## config.mk

```make
export PLATFORM = sky130hd
export DESIGN_NAME = vic_top
export DESIGN_NICKNAME = d
export VERILOG_FILES = /design/src/core/vic_pkg.sv /design/src/core/vic_top.sv /design/src/core/vic_arbiter.sv
export VERILOG_INCLUDE_DIRS = /design/src /design/src/core
export SDC_FILE = /design/constraint.sdc
export NUM_CORES = 1
export LEC_CHECK = 0
export BUFFER_PORTS_ARGS = -buffer_cell sky130_fd_sc_hd__buf_4
export CORE_UTILIZATION = 46
export CTS_BUF_LIST = sky130_fd_sc_hd__clkbuf_16
export DETAILED_ROUTE_END_ITERATION = 8
export GPL_ROUTABILITY_DRIVEN = 0
export PLACE_DENSITY_LB_ADDON = 0.12
export SYNTH_ARGS = -nofsm -noshare
export SYNTH_HDL_FRONTEND = slang
export SYNTH_SLANG_ARGS = --single-unit
```

## constraint.sdc

```tcl
create_clock -name clk_i -period 5.5 [get_ports clk_i]
set_input_delay 0 -clock clk_i [delete_from_list [all_inputs] [get_ports clk_i]]
set_output_delay 0 -clock clk_i [all_outputs]
set_load 0.05 [all_outputs]
```

## src/core/vic_cfg.svh

```systemverilog
// Constants for the vectored interrupt controller
`ifndef VIC_CFG_SVH
`define VIC_CFG_SVH
// ******************************
// Register map
// ******************************
`define VIC_IEP_ADDR 8'ha8
`define VIC_IEP_RESET 8'h00
`define VIC_GATE_BIT 7
// ******************************
// Vector layout
// ******************************
`define VIC_RESET_VECTOR 16'h0000
`define VIC_VEC_BASE 16'h0003
`define VIC_VEC_STEP_SHIFT 3
`define VIC_NUM_SRC 21
`define VIC_RSVD_A 8
`define VIC_RSVD_B 17
`define VIC_T5_INDEX 20
`define VIC_T5_EXT_BIT 5
// ******************************
// Flag positions in the timer/external control register
// ******************************
`define VIC_TCR_T1_BIT 7
`define VIC_TCR_T0_BIT 5
`define VIC_TCR_P1_BIT 3
`define VIC_TCR_P0_BIT 1
`endif

```

## src/core/vic_pkg.sv

```systemverilog
// Types shared by the vectored interrupt controller
package vic_pkg;
  typedef logic [20:0] vic_src_t;
  typedef logic [4:0] vic_idx_t;
  typedef logic [15:0] vic_vec_t;
  typedef struct packed {
    logic [7:0] addr;
    logic [7:0] wdata;
    logic wr;
    logic bit_wr;
    logic [2:0] bit_sel;
    logic bit_val;
  } vic_sfr_req_s;
  typedef struct packed {
    logic valid;
    vic_vec_t vector;
    logic high;
  } vic_req_s;
  typedef enum logic [1:0] {
    VIC_IDLE,
    VIC_OFFER
  } vic_state_e;
endpackage : vic_pkg

```

## src/core/vic_top.sv

```systemverilog
// Vectored interrupt controller top with primary enable register and CPU handshake
// Contract
// - Reset vectors 0x0000; source i vectors 0x0003 plus 8*i; 8,17 reserved.
// - Global gate bit 7 low blocks every request regardless of masks.
// - With gate high, a source requests only when its mask bit is set.
// - Mask bit 6 gates SPI at 0x0033, from any of four SPI flags.
// - Mask bit 5 gates timer 2 at 0x002B, from either overflow flag.
// - Mask bit 4 gates UART0 at 0x0023, from receive or transmit done.
// - Mask bit 3 gates timer 1 at 0x001B from control bit 7.
// - Mask bit 2 gates external pin 1 at 0x0013 from control bit 3.
// - Mask bit 1 gates timer 0 at 0x000B from control bit 5.
// - Mask bit 0 gates external pin 0 at 0x0003 from control bit 1.
// - Timer 5 at 0x00A3, index 20, gated by extended enable bit 20 (ext_enable_i[20]).
// - Primary enable register at 0xA8, read/write, bit-addressable, resets zero.
// - Equal-level simultaneous requests resolve to lowest fixed index.
// - Pending flags set regardless of enables; enables only gate requests.
// - High preempts running low service; high service is never preempted.
// - Requests sampled and priority decoded on every system clock cycle with clk_en_i high in VIC_IDLE; a pending offer holds until ack_i.
`timescale 1ns/1ps
`include "vic_cfg.svh"
module vic_top (
  input wire logic clk_i,
  input wire logic reset_n_i,
  input wire logic clk_en_i,
  input wire vic_pkg::vic_sfr_req_s sfr_i,
  output logic [7:0] sfr_rdata_o,
  output logic [7:0] iep_o,
  input wire logic [7:0] timer_external_control_reg_i,
  input wire logic timer2_high_overflow_i,
  input wire logic timer2_low_overflow_i,
  input wire logic uart0_receive_done_i,
  input wire logic uart0_transmit_done_i,
  input wire logic spi_transfer_done_i,
  input wire logic spi_write_collision_i,
  input wire logic spi_mode_fault_i,
  input wire logic spi_receive_overrun_i,
  input wire logic timer5_high_overflow_i,
  input wire logic timer5_low_overflow_i,
  input wire vic_pkg::vic_src_t ext_pending_i,
  input wire vic_pkg::vic_src_t ext_enable_i,
  input wire vic_pkg::vic_src_t priority_i,
  input wire logic reti_i,
  input wire logic ack_i,
  output vic_pkg::vic_req_s irq_o
);
  import vic_pkg::*;

  // ******************************
  // Primary enable register
  // ******************************
  logic [7:0] iep_q;
  always_ff @(posedge clk_i or negedge reset_n_i) begin
    if (!reset_n_i) begin
      iep_q <= `VIC_IEP_RESET;
    end else if (clk_en_i && sfr_i.addr == `VIC_IEP_ADDR) begin
      if (sfr_i.wr) begin
        iep_q <= sfr_i.wdata;
      end else if (sfr_i.bit_wr) begin
        iep_q[sfr_i.bit_sel] <= sfr_i.bit_val;
      end
    end
  end
  assign iep_o = iep_q;

  always_ff @(posedge clk_i or negedge reset_n_i) begin
    if (!reset_n_i) begin
      sfr_rdata_o <= 8'h00;
    end else if (clk_en_i) begin
      if (sfr_i.addr == `VIC_IEP_ADDR) begin
        sfr_rdata_o <= iep_q;
      end else begin
        sfr_rdata_o <= 8'h00;
      end
    end
  end

  // ******************************
  // Source gathering and gating
  // ******************************
  // Flags come from peripherals on this clock, so no synchroniser is needed
  vic_src_t pend;
  vic_src_t en;
  vic_src_t elig;
  always_comb begin
    pend = ext_pending_i;
    en = ext_enable_i;
    pend[0] = timer_external_control_reg_i[`VIC_TCR_P0_BIT];
    pend[1] = timer_external_control_reg_i[`VIC_TCR_T0_BIT];
    pend[2] = timer_external_control_reg_i[`VIC_TCR_P1_BIT];
    pend[3] = timer_external_control_reg_i[`VIC_TCR_T1_BIT];
    pend[4] = uart0_receive_done_i | uart0_transmit_done_i;
    pend[5] = timer2_high_overflow_i | timer2_low_overflow_i;
    pend[6] = spi_transfer_done_i | spi_write_collision_i
              | spi_mode_fault_i | spi_receive_overrun_i;
    pend[`VIC_T5_INDEX] = timer5_high_overflow_i | timer5_low_overflow_i;
    en[6:0] = iep_q[6:0];
    en[`VIC_RSVD_A] = 1'b0;
    en[`VIC_RSVD_B] = 1'b0;
    // Gate overrides every mask
    elig = iep_q[`VIC_GATE_BIT] ? (pend & en) : '0;
  end

  // ******************************
  // Service level tracking
  // ******************************
  // Nesting depth: low_act_q low routine active, high_act_q high routine active
  logic low_act_q;
  logic high_act_q;
  vic_state_e state_q;
  logic grant_high_q;

  logic take_ack;
  assign take_ack = clk_en_i && state_q == VIC_OFFER && ack_i;

  always_ff @(posedge clk_i or negedge reset_n_i) begin
    if (!reset_n_i) begin
      low_act_q <= 1'b0;
      high_act_q <= 1'b0;
    end else if (clk_en_i) begin
      if (take_ack && grant_high_q) begin
        high_act_q <= 1'b1;
      end else if (take_ack) begin
        low_act_q <= 1'b1;
      end else if (reti_i && high_act_q) begin
        high_act_q <= 1'b0;
      end else if (reti_i) begin
        low_act_q <= 1'b0;
      end
    end
  end

  // ******************************
  // Arbitration
  // ******************************
  logic hi_found;
  logic lo_found;
  vic_idx_t hi_idx;
  vic_idx_t lo_idx;

  vic_arbiter #(.NSRC(`VIC_NUM_SRC)) u_arb_high (
    .req_i(elig & priority_i),
    .found_o(hi_found),
    .idx_o(hi_idx)
  );

  vic_arbiter #(.NSRC(`VIC_NUM_SRC)) u_arb_low (
    .req_i(elig & ~priority_i),
    .found_o(lo_found),
    .idx_o(lo_idx)
  );

  logic win_valid;
  logic win_high;
  vic_idx_t win_idx;
  always_comb begin
    win_valid = 1'b0;
    win_high = 1'b0;
    win_idx = hi_idx;
    if (high_act_q) begin
      win_valid = 1'b0;
    end else if (hi_found) begin
      win_valid = 1'b1;
      win_high = 1'b1;
    end else if (lo_found && !low_act_q) begin
      win_valid = 1'b1;
      win_idx = lo_idx;
    end
  end

  function automatic vic_vec_t vec_of(input vic_idx_t idx);
    vec_of = `VIC_VEC_BASE + vic_vec_t'({11'h000, idx} << `VIC_VEC_STEP_SHIFT);
  endfunction : vec_of

  // ******************************
  // CPU request handshake
  // ******************************
  always_ff @(posedge clk_i or negedge reset_n_i) begin
    if (!reset_n_i) begin
      state_q <= VIC_IDLE;
      irq_o <= '{valid: 1'b0, vector: `VIC_RESET_VECTOR, high: 1'b0};
      grant_high_q <= 1'b0;
    end else if (clk_en_i) begin
      case (state_q)
        VIC_IDLE: begin
          if (win_valid) begin
            state_q <= VIC_OFFER;
            irq_o <= '{valid: 1'b1, vector: vec_of(win_idx), high: win_high};
            grant_high_q <= win_high;
          end
        end
        VIC_OFFER: begin
          if (ack_i) begin
            state_q <= VIC_IDLE;
            irq_o.valid <= 1'b0;
          end
        end
        default: begin
          state_q <= VIC_IDLE;
        end
      endcase
    end
  end
endmodule : vic_top

```

## src/core/vic_arbiter.sv

```systemverilog
// Fixed-order priority pick among eligible sources
`timescale 1ns/1ps
module vic_arbiter #(
  parameter int NSRC = 21
) (
  input wire logic [NSRC-1:0] req_i,
  output logic found_o,
  output logic [4:0] idx_o
);
  always_comb begin
    found_o = 1'b0;
    idx_o = 5'h0;
    // Walk downward so the lowest index wins
    for (int i = NSRC - 1; i >= 0; i--) begin
      if (req_i[i]) begin
        found_o = 1'b1;
        idx_o = 5'(i);
      end
    end
  end
endmodule : vic_arbiter

```

# ---- Yosys cells after proc, flatten, opt, wreduce, memory -nomap -nowiden
# Cells that the tools add are included.
dict set report totals {
  register_bits 38
  latchBits 0
  ramBits 0
  mem_bits_ro 0
  memories 0
}
dict set report classes {
  add_sub_neg 1
  n_mul 0
  div 0
  n_lt_le_gt_ge 2
  eq_ne 6
  shifts 0
  muxes 111
  bitwise_logic 11
  n_reduce_logical 19
}
# operator count
set op_table {}
lappend op_table {{5-bit 2-to-1 mux} 45}
lappend op_table {{21-bit bitwise AND} 3}
lappend op_table {{1-bit 2-to-1 mux} 55}
lappend op_table {{8-bit 2-to-1 mux} 3}
lappend op_table {{21-bit 2-to-1 mux} 1}
lappend op_table {{21-bit inverter} 1}
lappend op_table {{18-bit 2-to-1 mux} 1}
lappend op_table {{2-bit by 8-bit adder with 9-bit output, first input constant} 1}
lappend op_table {{3-bit AND reduction} 3}
lappend op_table {{8-bit bitwise mux} 1}
lappend op_table {{8-bit equality test, second input constant} 1}
lappend op_table {{4-bit AND reduction} 2}
lappend op_table {{2-bit nonzero test} 4}
lappend op_table {{1-bit logical AND} 7}
lappend op_table {{2-bit != test, second input constant} 3}
lappend op_table {{1-bit OR} 6}
lappend op_table {{3-bit by 4-bit less-than comparator with 1-bit output, second input constant} 1}
lappend op_table {{2-bit 2-to-1 mux} 2}
lappend op_table {{2-bit case mux with 2 select lines} 1}
lappend op_table {{1-bit demux with 3-bit select} 1}
lappend op_table {{3-bit by 1-bit greater-or-equal comparator with 1-bit output, second input constant} 1}
lappend op_table {{2-bit by 1-bit equality test with 1-bit output, second input constant} 1}
lappend op_table {{2-bit zero test} 1}
lappend op_table {{2-bit by 1-bit != test with 1-bit output, second input constant} 1}
lappend op_table {{other kinds (4)} 4}

# ---- Logic depth before layout (Yosys ltp)
dict set report logic_depth {
  word_depth 34
  depth_mapped 11
}

# ---- By module
# From an unflattened synthesis, not the netlist that was laid out.
dict set report hier_totals {
  hier_cells 304
  area_unflattened_um2 2259.7
}
# mod instances cells_per_inst area_per_inst_um2 seq_area_each_um2
set modules_own_cells {}
lappend modules_own_cells {vic_top 1 222 1791.7 675.6}
lappend modules_own_cells {vic_arbiter 2 41 234.0 0.0}

# ---- Least setup slack after synthesis
# Ideal clock, no wire load.
dict set report synth_path {
  path_kind {register to register}
  startpoint {reg iep_q[7] (netlist: iep_o[7])}
  endpoint {reg irq_o[6] in the netlist's numbering}
  setup_time_ps 125
  arrival_ps 2432
  t_required_ps 5375
  setup_slack_ps 2943
  stages_incl_launch_ff 9
  n_path_buf 2
  synth_period_minus_slack_ps 2557
  path_cell_list {dfrtp_1 -> buf_6 -> buf_6 -> o2111ai_2 -> nand2_2 -> or4_4 -> o31a_1 -> a21o_1 -> mux2_4}
}
dict set report synth_via {
  elab_chain_cells 28
}
# element line_no
set synth_lines {}
lappend synth_lines {{start, declared} vic_top.sv:51} ;# logic [7:0] iep_q;
lappend synth_lines {{start signal, assigned} vic_top.sv:54} ;# iep_q <= `VIC_IEP_RESET;
lappend synth_lines {{start signal, assigned} vic_top.sv:57} ;# iep_q <= sfr_i.wdata;
lappend synth_lines {{start signal, assigned by index} vic_top.sv:59} ;# iep_q[sfr_i.bit_sel] <= sfr_i.bit_val;
lappend synth_lines {{21-bit 2-to-1 mux (*)} vic_top.sv:100} ;# elig = iep_q[`VIC_GATE_BIT] ? (pend & en) : '0;
lappend synth_lines {{21-bit bitwise AND} vic_top.sv:147} ;# .req_i(elig & ~priority_i),
lappend synth_lines {{1-bit 2-to-1 mux (21 in series)} vic_arbiter.sv:15} ;# if (req_i[i]) begin
lappend synth_lines {{1-bit logical AND} vic_top.sv:164} ;# end else if (lo_found && !low_act_q) begin
lappend synth_lines {{5-bit 2-to-1 mux / 1-bit 2-to-1 mux (equally long branches)} vic_top.sv:164}
lappend synth_lines {{5-bit 2-to-1 mux / 1-bit 2-to-1 mux (equally long branches)} vic_top.sv:161} ;# end else if (hi_found) begin
lappend synth_lines {{5-bit 2-to-1 mux / 1-bit 2-to-1 mux (equally long branches)} vic_top.sv:159} ;# if (high_act_q) begin
lappend synth_lines {{2-bit by 8-bit adder with 9-bit output (no source line) / 3-bit AND reduction (equally long branches)} -}
lappend synth_lines {{end signal, assigned} vic_top.sv:180} ;# irq_o <= '{valid: 1'b0, vector: `VIC_RESET_VECTOR, high: 1'b0};
lappend synth_lines {{end signal, assigned} vic_top.sv:187} ;# irq_o <= '{valid: 1'b1, vector: vec_of(win_idx), high: win_high};
lappend synth_lines {{end, declared} vic_top.sv:44} ;# output vic_pkg::vic_req_s irq_o
# Mark *: on every way between the ends. The rest lies on a longest branch, timed or not.
# A chain may end at the register's enable or synchronous reset.

# ---- Worst setup path in the final report
# Same ends and word-level chain as after synthesis.

==> metrics.txt <==
# clock sinks=27; Synth warnings=0; Synth area leader=dfrtp_1; I/O Buffers=107; via count=2520; TritonCTS clock tree=yes; Tmin final=2.92 ns; vias in the first global route=2274; Hold WC Path Type=input port to flip-flop; clk slew on worst S/H paths=0.06 ns; Die Span Y=71.4 um; post-DP HPWL=5030 um; post-route ant nets=0; # Post-CTS Setup Buffers=0; P per Cell Area=179 nW/um2; post-synth top area share=30.5%; Sum Neg Setup Slack=0 ns; Cell Area, Placed=2980 um2; final worst-path setup slack=2.58 ns; most common cell in the netlist=nand2_1; Post-Syn Area=2220 um2; asr flop ratio synth=100%; worst skew pair latency=0.26 ns; die width=71.4 um; DR iter-0 viols=162; commonest cells in the netlist=31 x nand2_1, 27 x dfrtp_1, 19 x a21oi_1; H-tree depth=1; FMAX=0.342 GHz; Min Hold Slack=0.0143 ns; Distinct cells, synth=49; Starting Density=49.2%; mean number of vias per cell=5.94; slew margin rel.=41.6%; pin count of the biggest net entering global routing=45; Crit path arrival time=3.06 ns; final slew viol count=0; Mapped Cells=273; root buffer cell=clkbuf_16; Filler Cell Count=429; ant diodes=0; Final Skew=0.00429 ns; maximum VDD drop=0.0000961 V; final setup fails=0; total grt overflow=0; count of state elements after synthesis=27; Max Cap Viol=0; critical path required time=5.64 ns; CP max FO=44; clock buffer depth=2; routed length per instance=15.0 um; run status=finished, final reports clean; post_cts resized=0; reg2reg setup slack=2.58 ns; RSZ-0062 raised after global routing=false; initial antenna violation count=0; Num CTS Buffers=3; num rows=24; final core utilization=68.1%; DRC Markers=0; Syn Area/Cell=8.12 um2; register area share after synthesis=30.5%; Final nets=481; pre-CTS setup slack=2.63 ns; Post-Route WL=6370 um; hold buffers post-CTS=1; IO Pins=142; final instance area=3070 um2; wire length of the first global-routing pass=10500 um; area grow syn2layout=38.4%; kind of critical path=flip-flop to flip-flop; Setup crit end kind=flip-flop; Leak=1.47 nW; worst-margin pin slew=0.871 ns; all-layer global routing usage=25.5%; period utilisation layout=53.1%; Core ar.=4500 um2; CP startpoint kind=flip-flop; layout cells sized above 1=33.3%; Pre-Repair DR Iteration Count=4; die footprint=5100 um2; number of synthesized flops with an enable pin=0; Final Hold Fails=0; top post-synthesis cells by area=dfrtp_1 30%, nand2_1 5.2%, nand4_1 4.8%, nand4b_1 4.7%, a21oi_1 4.3%; Post-synth top flop=dfrtp_1
[per-layer routing]
metal	GRT usage, %	share of wire [%]	vias up
li1	-	-	1235
met1	35.9	45	1169
met2	42.0	47	108
met3	3.66	7.1	8
met4	5.11	1.0	0
met5	0	0	-
[kinds of logic (layout without fill, tap and decap cells)]
kind of cell           count (synthesis)  after routing  synth area share [%]
AO/OA/AOI/OAI                         82             82                  24.3
buffers and inverters                 35            126                  8.80
AND/OR/NAND/NOR                      119            119                  32.0
other                                  1              9                 0.169
multiplexers                           9              9                  4.29
flip-flops                            27             27                  30.5
[cell type report]
type                            count  area (um2)  share of cell area, %
Multi-Input combinational cell    219        1380                   44.8
Timing Repair Buffer              110         828                   27.0
Sequential cell                    27         676                   22.0
Clock buffer                        3        75.1                   2.45
Tap cell                           52        65.1                   2.12
Inverter                           12        45.0                   1.47
Clock inverter                      1        3.75                  0.122
[critical path, cell delays in order (launching register included)]
cell	delay, ns
dfrtp_1	0.38
buf_4	0.37
nand2_1	0.11
o32ai_1	0.49
nor4_1	0.16
a31oi_1	0.67
a21o_1	0.30
mux2_4	0.32
[sequential cells by signal, indices dropped and copies added (netlist names)]
register / count
state_q: 1
iep_o: 8
irq_o: 7
low_act_q: 1
high_act_q: 1
sfr_rdata_o: 8
grant_high_q: 1
[path summary, 6_finish.rpt]
| path | start | end | depth (start not counted) |
|---|---|---|---|
| max | iep_o[7] | irq_o[6] | 7 |
| min | sfr_i[8] | iep_o[2] | 3 |
| max reg2reg | iep_o[7] | irq_o[6] | 7 |
| min reg2reg | irq_o[17] | irq_o[17] | 2 |
| max in group asynchronous | reset_n_i | sfr_rdata_o[2] | 2 |
| min in group asynchronous | reset_n_i | irq_o[7] | 2 |
[metrics by stage]
stage	power, mW	instances
2_1_floorplan	0.319	281
3_5_place_dp	0.393	419
3_3_place_gp	0.390	419
6_report	0.550	424
5_1_grt	0.573	424
4_1_cts	0.554	424
[cell usage in the layout (no fill, tap or decap), types with 3 or more instances in the layout]
master	n
and4_1	5
nand2_1	31
a31oi_1	6
nor2_1	15
o211ai_1	7
a21oi_1	19
mux2i_1	8
nand4_1	17
buf_4	109
nand4b_1	12
nor3_1	4
o21ai_0	15
o22ai_1	10
dfrtp_1	27
clkbuf_16	3
a211oi_1	6
conb_1	9
nand2b_1	3
nand3_1	13
inv_1	13
and4b_1	4
[power breakdown]
part | internal, mW | switching (mW) | total (mW)
sequential | 0.212 | 0.00992 | 0.222
clock | 0.0972 | 0.0624 | 0.160
combinational | 0.0680 | 0.0996 | 0.168
total | 0.378 | 0.172 | 0.550
Power figures use the tool's default switching activity.
